==> src/logic/cees_pkg.sv <==
// constants and field layout for the can event and error status block
package cees_pkg;
   localparam logic [7:0]  ADDR_FLAGS   = 8'h00;
   localparam logic [7:0]  ADDR_CODE    = 8'h04;
   localparam logic [7:0]  ADDR_ERR     = 8'h08;
   localparam logic [7:0]  ADDR_FIFO    = 8'h0C;
   localparam logic [7:0]  ADDR_CTRL    = 8'h10;
   localparam int          BIT_INVALID  = 15;
   localparam int          BIT_WAKE     = 14;
   localparam int          BIT_BUSERR   = 13;
   localparam int          BIT_SYSERR   = 12;
   localparam int          BIT_RXOVF    = 11;
   localparam int          BIT_MODE     = 3;
   localparam int          BIT_TIMER    = 2;
   localparam int          BIT_RXBUF    = 1;
   localparam int          BIT_TXBUF    = 0;
   localparam int          ENA_OFS      = 16;
   localparam logic [15:0] FLAG_IMPL    = 16'hF80F;
   localparam logic [15:0] FLAG_SW_CLR  = 16'hE80C;
   localparam logic [15:0] FLAGS_RESET  = 16'h0000;
   localparam logic [15:0] ENA_RESET    = 16'h0000;
   localparam int          CTRL_ON_BIT  = 15;
   localparam logic        CTRL_ON_RST  = 1'b0;
   localparam int          FILT_LSB     = 8;
   localparam int          TXCNT_LSB    = 8;
   localparam int          ESTATE_LSB   = 16;
   localparam logic [8:0]  WARN_LIM     = 9'h060;
   localparam logic [8:0]  PASSIVE_LIM  = 9'h080;
   localparam logic [8:0]  BUSOFF_LIM   = 9'h100;
   localparam int          NSRC         = 8;
   localparam int          SRC_BUSERR   = 0;
   localparam int          SRC_WAKE     = 1;
   localparam int          SRC_RXOVF    = 2;
   localparam int          SRC_ADDRERR  = 3;
   localparam int          SRC_BWERR    = 4;
   localparam int          SRC_TIMER    = 5;
   localparam int          SRC_MODE     = 6;
   localparam int          SRC_INVALID  = 7;
   localparam logic [6:0]  CODE_NONE    = 7'h40;
   localparam logic [6:0]  SRC_CODE [NSRC] = '{7'h41, 7'h42, 7'h43, 7'h44,
                                               7'h45, 7'h46, 7'h47, 7'h48};
   localparam logic [4:0]  FILT_RESET   = 5'h00;
endpackage : cees_pkg

==> src/logic/cees_stat_if.sv <==
// carrier between the status top and its decoder and encoder
`timescale 1ns/1ns
interface cees_stat_if;
   logic [8:0]  tx_cnt;
   logic [7:0]  rx_cnt;
   logic [5:0]  err_state;
   logic [7:0]  src_req;
   logic [15:0] fifo_req;
   logic [6:0]  code;
   modport err_mp (input tx_cnt, rx_cnt, output err_state);
   modport enc_mp (input src_req, fifo_req, output code);
   modport top_mp (output tx_cnt, rx_cnt, src_req, fifo_req, input err_state, code);
endinterface : cees_stat_if

==> src/logic/cees_err_state.sv <==
// error state decode from transmit and receive error counts
`timescale 1ns/1ns
module cees_err_state (
   cees_stat_if.err_mp st
);
   logic tx_warn;
   logic rx_warn;

   always_comb begin
      tx_warn = (st.tx_cnt >= cees_pkg::WARN_LIM) && (st.tx_cnt < cees_pkg::PASSIVE_LIM);
      rx_warn = ({1'b0, st.rx_cnt} >= cees_pkg::WARN_LIM)
                && ({1'b0, st.rx_cnt} < cees_pkg::PASSIVE_LIM);
      st.err_state[5] = st.tx_cnt >= cees_pkg::BUSOFF_LIM;
      st.err_state[4] = st.tx_cnt >= cees_pkg::PASSIVE_LIM;
      st.err_state[3] = {1'b0, st.rx_cnt} >= cees_pkg::PASSIVE_LIM;
      st.err_state[2] = tx_warn;
      st.err_state[1] = rx_warn;
      st.err_state[0] = tx_warn | rx_warn;
   end
endmodule : cees_err_state

==> src/logic/cees_code_enc.sv <==
// fixed-priority encoder for the interrupt source code
`timescale 1ns/1ns
module cees_code_enc (
   cees_stat_if.enc_mp st
);
   always_comb begin
      st.code = cees_pkg::CODE_NONE;
      for (int i = 15; i >= 0; i--) begin
         if (st.fifo_req[i]) begin
            st.code = 7'(i);
         end
      end
      for (int i = cees_pkg::NSRC - 1; i >= 0; i--) begin
         if (st.src_req[i]) begin
            st.code = cees_pkg::SRC_CODE[i];
         end
      end
   end
endmodule : cees_code_enc

==> src/logic/cees_status_top.sv <==
// event flags, interrupt code, error counts and fifo pending with apb access
//
// The implementer's own choices: the APB slave port and the address map.
`timescale 1ns/1ns
module cees_status_top (
   input  wire logic        pclk,
   input  wire logic        presetn,
   input  wire logic        psel,
   input  wire logic        penable,
   input  wire logic        pwrite,
   input  wire logic [7:0]  paddr,
   input  wire logic [31:0] pwdata,
   output      logic [31:0] prdata,
   output      logic        pready,
   output      logic        pslverr,
   input  wire logic        wake_event,
   input  wire logic        bus_error_event,
   input  wire logic        sys_addr_error,
   input  wire logic        sys_bw_error,
   input  wire logic        rx_overflow_event,
   input  wire logic        timer_overflow_event,
   input  wire logic        invalid_message_event,
   input  wire logic        rx_buffer_pending,
   input  wire logic        tx_buffer_pending,
   input  wire logic [2:0]  current_operating_mode,
   input  wire logic [2:0]  requested_operating_mode,
   input  wire logic [4:0]  matched_filter_number,
   input  wire logic [15:0] fifo_int_pending,
   input  wire logic [8:0]  tx_error_count,
   input  wire logic [7:0]  rx_error_count,
   output      logic        module_on,
   output      logic        irq_request
);
   cees_stat_if st ();

   // apb slave state
   logic [31:0] prdata_q;
   logic [31:0] prdata_d;
   logic        pready_q;
   logic        pready_d;
   logic        pslverr_q;
   logic        pslverr_d;
   logic        wr_take;
   logic        setup;
   logic        mapped;

   // control and flag state
   logic        on_q;
   logic        on_d;
   logic [15:0] flags_q;
   logic [15:0] flags_d;
   logic [15:0] ena_q;
   logic [15:0] ena_d;
   logic        sys_bw_q;
   logic        sys_bw_d;
   logic [2:0]  mode_prev_q;
   logic [2:0]  mode_prev_d;
   logic        mode_seen_q;
   logic        mode_seen_d;
   logic [15:0] set_v;
   logic [15:0] clr_v;

   // status capture state
   logic [6:0]  code_q;
   logic [6:0]  code_d;
   logic [4:0]  filt_q;
   logic [4:0]  filt_d;
   logic [15:0] fifo_q;
   logic [15:0] fifo_d;
   logic [8:0]  txcnt_q;
   logic [8:0]  txcnt_d;
   logic [7:0]  rxcnt_q;
   logic [7:0]  rxcnt_d;
   logic [5:0]  estate_q;
   logic [5:0]  estate_d;
   logic        irq_q;
   logic        irq_d;

   function automatic logic addr_known(input logic [7:0] a);
      addr_known = (a == cees_pkg::ADDR_FLAGS) || (a == cees_pkg::ADDR_CODE)
                   || (a == cees_pkg::ADDR_ERR) || (a == cees_pkg::ADDR_FIFO)
                   || (a == cees_pkg::ADDR_CTRL);
   endfunction : addr_known

   cees_err_state u_err (
      .st (st.err_mp)
   );

   cees_code_enc u_enc (
      .st (st.enc_mp)
   );

   assign prdata      = prdata_q;
   assign pready      = pready_q;
   assign pslverr     = pslverr_q;
   assign module_on   = on_q;
   assign irq_request = irq_q;

   // apb: one wait-free access phase, data prepared in setup
   always_comb begin
      setup     = psel && !penable;
      mapped    = addr_known(paddr);
      wr_take   = psel && penable && pready_q && pwrite && !pslverr_q;
      pready_d  = setup;
      pslverr_d = setup && !mapped;
      prdata_d  = prdata_q;
      if (setup) begin
         prdata_d = 32'h0000_0000;
         unique case (paddr)
            cees_pkg::ADDR_FLAGS: begin
               prdata_d = {ena_q & cees_pkg::FLAG_IMPL, flags_q & cees_pkg::FLAG_IMPL};
            end
            cees_pkg::ADDR_CODE: begin
               prdata_d[cees_pkg::FILT_LSB +: 5] = filt_q;
               prdata_d[6:0]                     = code_q;
            end
            cees_pkg::ADDR_ERR: begin
               prdata_d[cees_pkg::ESTATE_LSB +: 6] = estate_q;
               prdata_d[cees_pkg::TXCNT_LSB +: 8]  = txcnt_q[7:0];
               prdata_d[7:0]                       = rxcnt_q;
            end
            cees_pkg::ADDR_FIFO: begin
               prdata_d[15:0] = fifo_q;
            end
            cees_pkg::ADDR_CTRL: begin
               prdata_d[cees_pkg::CTRL_ON_BIT] = on_q;
            end
            default: begin
               prdata_d = 32'h0000_0000;
            end
         endcase
      end
   end

   always_ff @(posedge pclk or negedge presetn) begin
      if (!presetn) begin
         prdata_q  <= 32'h0000_0000;
         pready_q  <= 1'b0;
         pslverr_q <= 1'b0;
      end else begin
         prdata_q  <= prdata_d;
         pready_q  <= pready_d;
         pslverr_q <= pslverr_d;
      end
   end

   // flag, enable and control next values; hardware set beats software clear
   always_comb begin
      on_d        = on_q;
      ena_d       = ena_q;
      mode_prev_d = current_operating_mode;
      mode_seen_d = 1'b1;
      sys_bw_d    = sys_bw_q;
      clr_v       = 16'h0000;
      set_v       = 16'h0000;
      set_v[cees_pkg::BIT_INVALID] = invalid_message_event;
      set_v[cees_pkg::BIT_WAKE]    = wake_event;
      set_v[cees_pkg::BIT_BUSERR]  = bus_error_event;
      set_v[cees_pkg::BIT_SYSERR]  = sys_addr_error | sys_bw_error;
      set_v[cees_pkg::BIT_RXOVF]   = rx_overflow_event;
      // reported mode reached request
      // no edge until the mode was sampled once: reset value is not a real mode
      set_v[cees_pkg::BIT_MODE]    = mode_seen_q && (current_operating_mode != mode_prev_q)
                                     && (current_operating_mode == requested_operating_mode);
      set_v[cees_pkg::BIT_TIMER]   = timer_overflow_event;
      if (wr_take && paddr == cees_pkg::ADDR_FLAGS) begin
         ena_d = pwdata[31:16] & cees_pkg::FLAG_IMPL;
         clr_v = ~pwdata[15:0] & cees_pkg::FLAG_SW_CLR;
      end
      if (wr_take && paddr == cees_pkg::ADDR_CTRL) begin
         on_d = pwdata[cees_pkg::CTRL_ON_BIT];
      end
      if (on_d && !on_q) begin
         clr_v[cees_pkg::BIT_SYSERR] = 1'b1;
      end
      flags_d = (flags_q & ~clr_v) | set_v;
      flags_d[cees_pkg::BIT_RXBUF] = rx_buffer_pending;
      flags_d[cees_pkg::BIT_TXBUF] = tx_buffer_pending;
      flags_d = flags_d & cees_pkg::FLAG_IMPL;
      // latest fault kind picks address or bandwidth code
      if (sys_bw_error) begin
         sys_bw_d = 1'b1;
      end else if (sys_addr_error) begin
         sys_bw_d = 1'b0;
      end
   end

   always_ff @(posedge pclk or negedge presetn) begin
      if (!presetn) begin
         on_q        <= cees_pkg::CTRL_ON_RST;
         flags_q     <= cees_pkg::FLAGS_RESET;
         ena_q       <= cees_pkg::ENA_RESET;
         sys_bw_q    <= 1'b0;
         mode_prev_q <= 3'h0;
         mode_seen_q <= 1'b0;
      end else begin
         on_q        <= on_d;
         flags_q     <= flags_d;
         ena_q       <= ena_d;
         sys_bw_q    <= sys_bw_d;
         mode_prev_q <= mode_prev_d;
         mode_seen_q <= mode_seen_d;
      end
   end

   // requests into the encoder and error decoder
   always_comb begin
      st.src_req[cees_pkg::SRC_BUSERR]  = flags_q[cees_pkg::BIT_BUSERR]
                                          & ena_q[cees_pkg::BIT_BUSERR];
      st.src_req[cees_pkg::SRC_WAKE]    = flags_q[cees_pkg::BIT_WAKE]
                                          & ena_q[cees_pkg::BIT_WAKE];
      st.src_req[cees_pkg::SRC_RXOVF]   = flags_q[cees_pkg::BIT_RXOVF]
                                          & ena_q[cees_pkg::BIT_RXOVF];
      st.src_req[cees_pkg::SRC_ADDRERR] = flags_q[cees_pkg::BIT_SYSERR]
                                          & ena_q[cees_pkg::BIT_SYSERR] & ~sys_bw_q;
      st.src_req[cees_pkg::SRC_BWERR]   = flags_q[cees_pkg::BIT_SYSERR]
                                          & ena_q[cees_pkg::BIT_SYSERR] & sys_bw_q;
      st.src_req[cees_pkg::SRC_TIMER]   = flags_q[cees_pkg::BIT_TIMER]
                                          & ena_q[cees_pkg::BIT_TIMER];
      st.src_req[cees_pkg::SRC_MODE]    = flags_q[cees_pkg::BIT_MODE]
                                          & ena_q[cees_pkg::BIT_MODE];
      st.src_req[cees_pkg::SRC_INVALID] = flags_q[cees_pkg::BIT_INVALID]
                                          & ena_q[cees_pkg::BIT_INVALID];
      st.fifo_req = fifo_q & {16{ena_q[cees_pkg::BIT_RXBUF] | ena_q[cees_pkg::BIT_TXBUF]}};
      st.tx_cnt   = txcnt_q;
      st.rx_cnt   = rxcnt_q;
   end

   // captured status; filter, fifo and counts one cycle behind the inputs, code, error state and irq two
   always_comb begin
      code_d   = st.code;
      filt_d   = matched_filter_number;
      fifo_d   = fifo_int_pending;
      txcnt_d  = tx_error_count;
      rxcnt_d  = rx_error_count;
      estate_d = st.err_state;
      irq_d    = |(flags_q & ena_q);
   end

   always_ff @(posedge pclk or negedge presetn) begin
      if (!presetn) begin
         code_q   <= cees_pkg::CODE_NONE;
         filt_q   <= cees_pkg::FILT_RESET;
         fifo_q   <= 16'h0000;
         txcnt_q  <= 9'h000;
         rxcnt_q  <= 8'h00;
         estate_q <= 6'h00;
         irq_q    <= 1'b0;
      end else begin
         code_q   <= code_d;
         filt_q   <= filt_d;
         fifo_q   <= fifo_d;
         txcnt_q  <= txcnt_d;
         rxcnt_q  <= rxcnt_d;
         estate_q <= estate_d;
         irq_q    <= irq_d;
      end
   end
endmodule : cees_status_top

==> config.mk <==
export PLATFORM = sky130hd
export DESIGN_NAME = cees_status_top
export DESIGN_NICKNAME = d
export VERILOG_FILES = /design/src/logic/cees_pkg.sv /design/src/logic/cees_stat_if.sv /design/src/logic/cees_err_state.sv /design/src/logic/cees_code_enc.sv /design/src/logic/cees_status_top.sv
export SDC_FILE = /design/constraint.sdc
export NUM_CORES = 1
export LEC_CHECK = 0
export BUFFER_PORTS_ARGS = -buffer_cell sky130_fd_sc_hd__buf_4
export CORE_MARGIN = 8
export CORE_UTILIZATION = 30
export DETAILED_ROUTE_END_ITERATION = 8
export SETUP_SLACK_MARGIN = 0.02
export SYNTH_ARGS = -nofsm -noshare
export SYNTH_HDL_FRONTEND = slang
export SYNTH_HIERARCHICAL = 1
export SYNTH_SLANG_ARGS = --single-unit
==> constraint.sdc <==
create_clock -name pclk -period 4.3 [get_ports pclk]
set_clock_uncertainty 0.1 [all_clocks]
set_input_delay 0.215 -clock pclk [delete_from_list [all_inputs] [get_ports pclk]]
set_output_delay 0.215 -clock pclk [all_outputs]
set_load 0.02 [all_outputs]
==> metrics.md <==
| Metric | Value |
|---|---|
| Reg power frac | `47.8%` |
| Remaining DRCs | `0` |
| Drt first pass iters | `4` |
| Pleak | `approximately 3 nW` |
| WL per Instance | `roughly 17 um` |
| Most common cell after layout, fill and taps aside | `buf_4` |
| Sw power | `roughly 0.49 mW` |
| FILL cells | `1359` |
| Core area | `14500 um^2` |
| Top post-synthesis cells by area | `dfrtp_1, nand2_1, mux2_2` |
| Status | `completed` |
| Total gr overflow | `0` |
| Cell Int Power | `1.69 mW` |
| Crit path time final | `approximately 2.6 ns` |
| Synth top area share | `around three fifths` |
| Ys async rst share | `100%` |
| Rows | `44` |
| Critical Path Source Type | `flip-flop` |
| Final WL | `~13000 um` |
| WS Path Type | `reg -> reg` |
| Slew Limit Fails | `0` |
| Pwr dens | `roughly 340 nW/um^2` |
| IO buf count | `111` |
| CP max FO | `16` |
| Sequential element share of the synthesized area | `just under 60%` |
| Count of cell types in the netlist | `between 50 and 60` |
| DP Area | `5400 um^2` |
| Vias per cell | `4.74` |
| Die W | `138 um` |
| Syn avg cell area | `approximately 11 um^2` |
| Clk_lat worst skew | `0.35 ns` |
| Worst-path clk slew | `approximately 0.07 ns` |
| Switching portion of total power | `around 22%` |
| RSZ-0062 raised after global routing | `no` |
| Htree depth | `3` |
| Largest net degree at the start of global routing | `75` |
| Ys flop type | `dfrtp_1` |
| Number of flops mapped to enable cells by yosys | `0` |
| Fraction of layout cells with a size suffix above 1 | `between 20% and 30%` |
| #FFs+latches synth | `105` |
| Final hold vios | `0` |
| Peak VDD IR | `~0.18 mV` |
| Syn Std Cell Area | `between 4000 and 5000 um^2` |
| Clock share of power | `around two fifths` |
| # diodes | `0` |
| R2R Path Start | `ena_q[1]$_DFFE_PN0P_` |
| Layout area overhead | `43.0%` |
| Synth warn | `6` |
| Initial core utilization | `between 30% and 40%` |
| Inserted Clock Buffers | `9` |
| Critical path capture point type | `flip-flop` |
| Least-Margin Pin Slew | `1.01 ns` |
| Max-slew headroom | `between 30% and 40%` |
| Post-layout instance area | `between 6000 and 7000 um^2` |
| Post-layout nets | `655` |
| Antenna Nets Post-Route | `0` |
| Fmax | `between 300 and 400 MHz` |
| Hold Path Class | `in -> reg` |
| CTS max path bufs | `2` |
| Commonest cells after routing, fill and taps aside | `buf_4, dfrtp_1, dlygate4sd3_1` |
| Period utilization | `60.6%` |
| Vias in the first global route | `about 3800` |
| CTS Sinks | `~110` |
| Overall Global Routing Usage | `approximately 14%` |
| Crit. Startpoint | `ena_q[1]$_DFFE_PN0P_` |
| HPWL Detailed | `slightly above 9000 um` |
| Clock root cell | `clkbuf_16` |
| Number of setup buffers added after CTS | `0` |
| # Max-Cap Violations | `0` |
| First-pass GRT wire length | `~20000 um` |
| First DRT Iteration DRCs | `around 150` |
| Via count | `~3500` |
| Largest area contributor in the netlist | `dfrtp_1` |
| Arrival time of the worst setup path | `approximately 2.8 ns` |
| Logic pwr share | `between 10 and 15%` |
| Io pins | `~130` |
| Die Y | `between 100 and 150 um` |
| DIE AREA | `approximately 19000 um^2` |
| Synth Instances | `around 390` |
| Initial antenna violation count | `0` |
| CTS tree | `built` |
| Hold wc startpoint | `pwdata[14]` |
| Worst endpoint required time | `about 4.4 ns` |
| Final GP Congestion | `approximately 0.8` |
| Endpoints failing setup | `0` |
| Final setup TNS | `0 ns` |
## cell usage after synthesis (all sizes together) (9+ instances only)
| library cell | instances |
|---|---|
| inv | 13 |
| nand2 | 41 |
| nor2b | 18 |
| o21ai | 21 |
| buf | 13 |
| nor2 | 27 |
| or4 | 9 |
| a31oi | 13 |
| clkbuf | 14 |
| mux2i | 9 |
| dfrtp | 104 |
| mux2 | 12 |
## routing by layer
metal  part of all wire (%)  vias up  global-route usage, %
li1                       -     1693                      -
met1                     43     1731                   17.1
met2                     49       97                   23.1
met3                    6.8       13                   4.67
met4                    1.1        0                   3.68
met5                      0        -                      0
## power groups by stage
| stage | Clock [mW] | Combinational [mW] | Sequential, mW |
|---|---|---|---|
| after global routing | 0.987 | 0.248 | 1.05 |
| after floorplan | 0 | 0.0731 | 1.06 |
| after CTS | 0.945 | 0.228 | 1.04 |
| after detailed placement | 0 | 0.182 | 1.06 |
| final | 0.915 | 0.225 | 1.04 |
| after global placement | 0 | 0.179 | 1.06 |
## flip-flops by register name (all words and copies together), names as in the netlist
name	flops
fifo_q	16
filt_q	5
irq_request	1
sys_bw_q	1
estate_q	6
rxcnt_q	8
st.tx_cnt	9
pready	1
mode_prev_q	3
pslverr	1
code_q	7
module_on	1
prdata	27
mode_seen_q	1
flags_q	9
ena_q	9
## critical path: stages (launching register included)
cell and delay, ns:
dfrtp_1 0.42, nor2_1 0.77, nor2b_1 0.19, or4_1 0.57, a21oi_1 0.17, o41ai_1 0.08, and2_1 0.18
## final timing paths
path | slack (ns) | end | cells after the start
worst max-delay path | 1.69 | code_q[2]$_DFF_PN0_ | 6
worst min-delay path | 0.02 | flags_q[14]$_DFF_PN0_ | 3
worst max register to register | 1.69 | code_q[2]$_DFF_PN0_ | 6
worst min register to register | 0.29 | estate_q[5]$_DFF_PN0_ | 0
max in group asynchronous | 2.70 | estate_q[1]$_DFF_PN0_ | 3
min in group asynchronous | 0.44 | st.tx_cnt[1]$_DFF_PN0_ | 2
## kinds of logic after synthesis
kind of cell    Yosys count  synth area share [%]
mux                      23                  6.09
simple gates            144                  17.7
compound gates           74                  11.6
other cells               3                 0.254
xor+xnor                  4                 0.790
flops                   105                  59.3
buf+inv                  40                  4.40
## area by class of cell
type	instances	area, um^2	share of cell area, %
Inverter	13	48.8	0.769
Sequential cell	105	2630	41.4
Timing Repair Buffer	175	1470	23.1
Clock inverter	5	85.1	1.34
Tap cell	184	230	3.63
Multi-Input combinational cell	253	1630	25.7
Clock buffer	11	253	3.98
## timing repair
action / CTS / global route
hold buffers: 61 / 0
hold endpoints to repair: 132 / 0
resized for setup: 0 / 0
setup endpoints to repair: 0 / 0
## per-stage QoR
| stage | total power [mW] | hold slack [ns] | setup WS, ns | utilization, % | instances |
|---|---|---|---|---|---|
| after detailed placement | 1.24 | 0.225 | 1.73 | 37.3 | 669 |
| after floorplan | 1.14 | -0.181 | 2.13 | - | 398 |
| final | 2.18 | 0.0187 | 1.69 | 43.8 | 746 |
| after CTS | 2.22 | 0.00290 | 1.72 | 43.8 | 746 |
| after global routing | 2.28 | 0.00791 | 1.53 | 43.8 | 746 |
| after global placement | 1.24 | 0.225 | 1.75 | 37.3 | 669 |
Note: power is estimated with default switching activity, not from simulation.
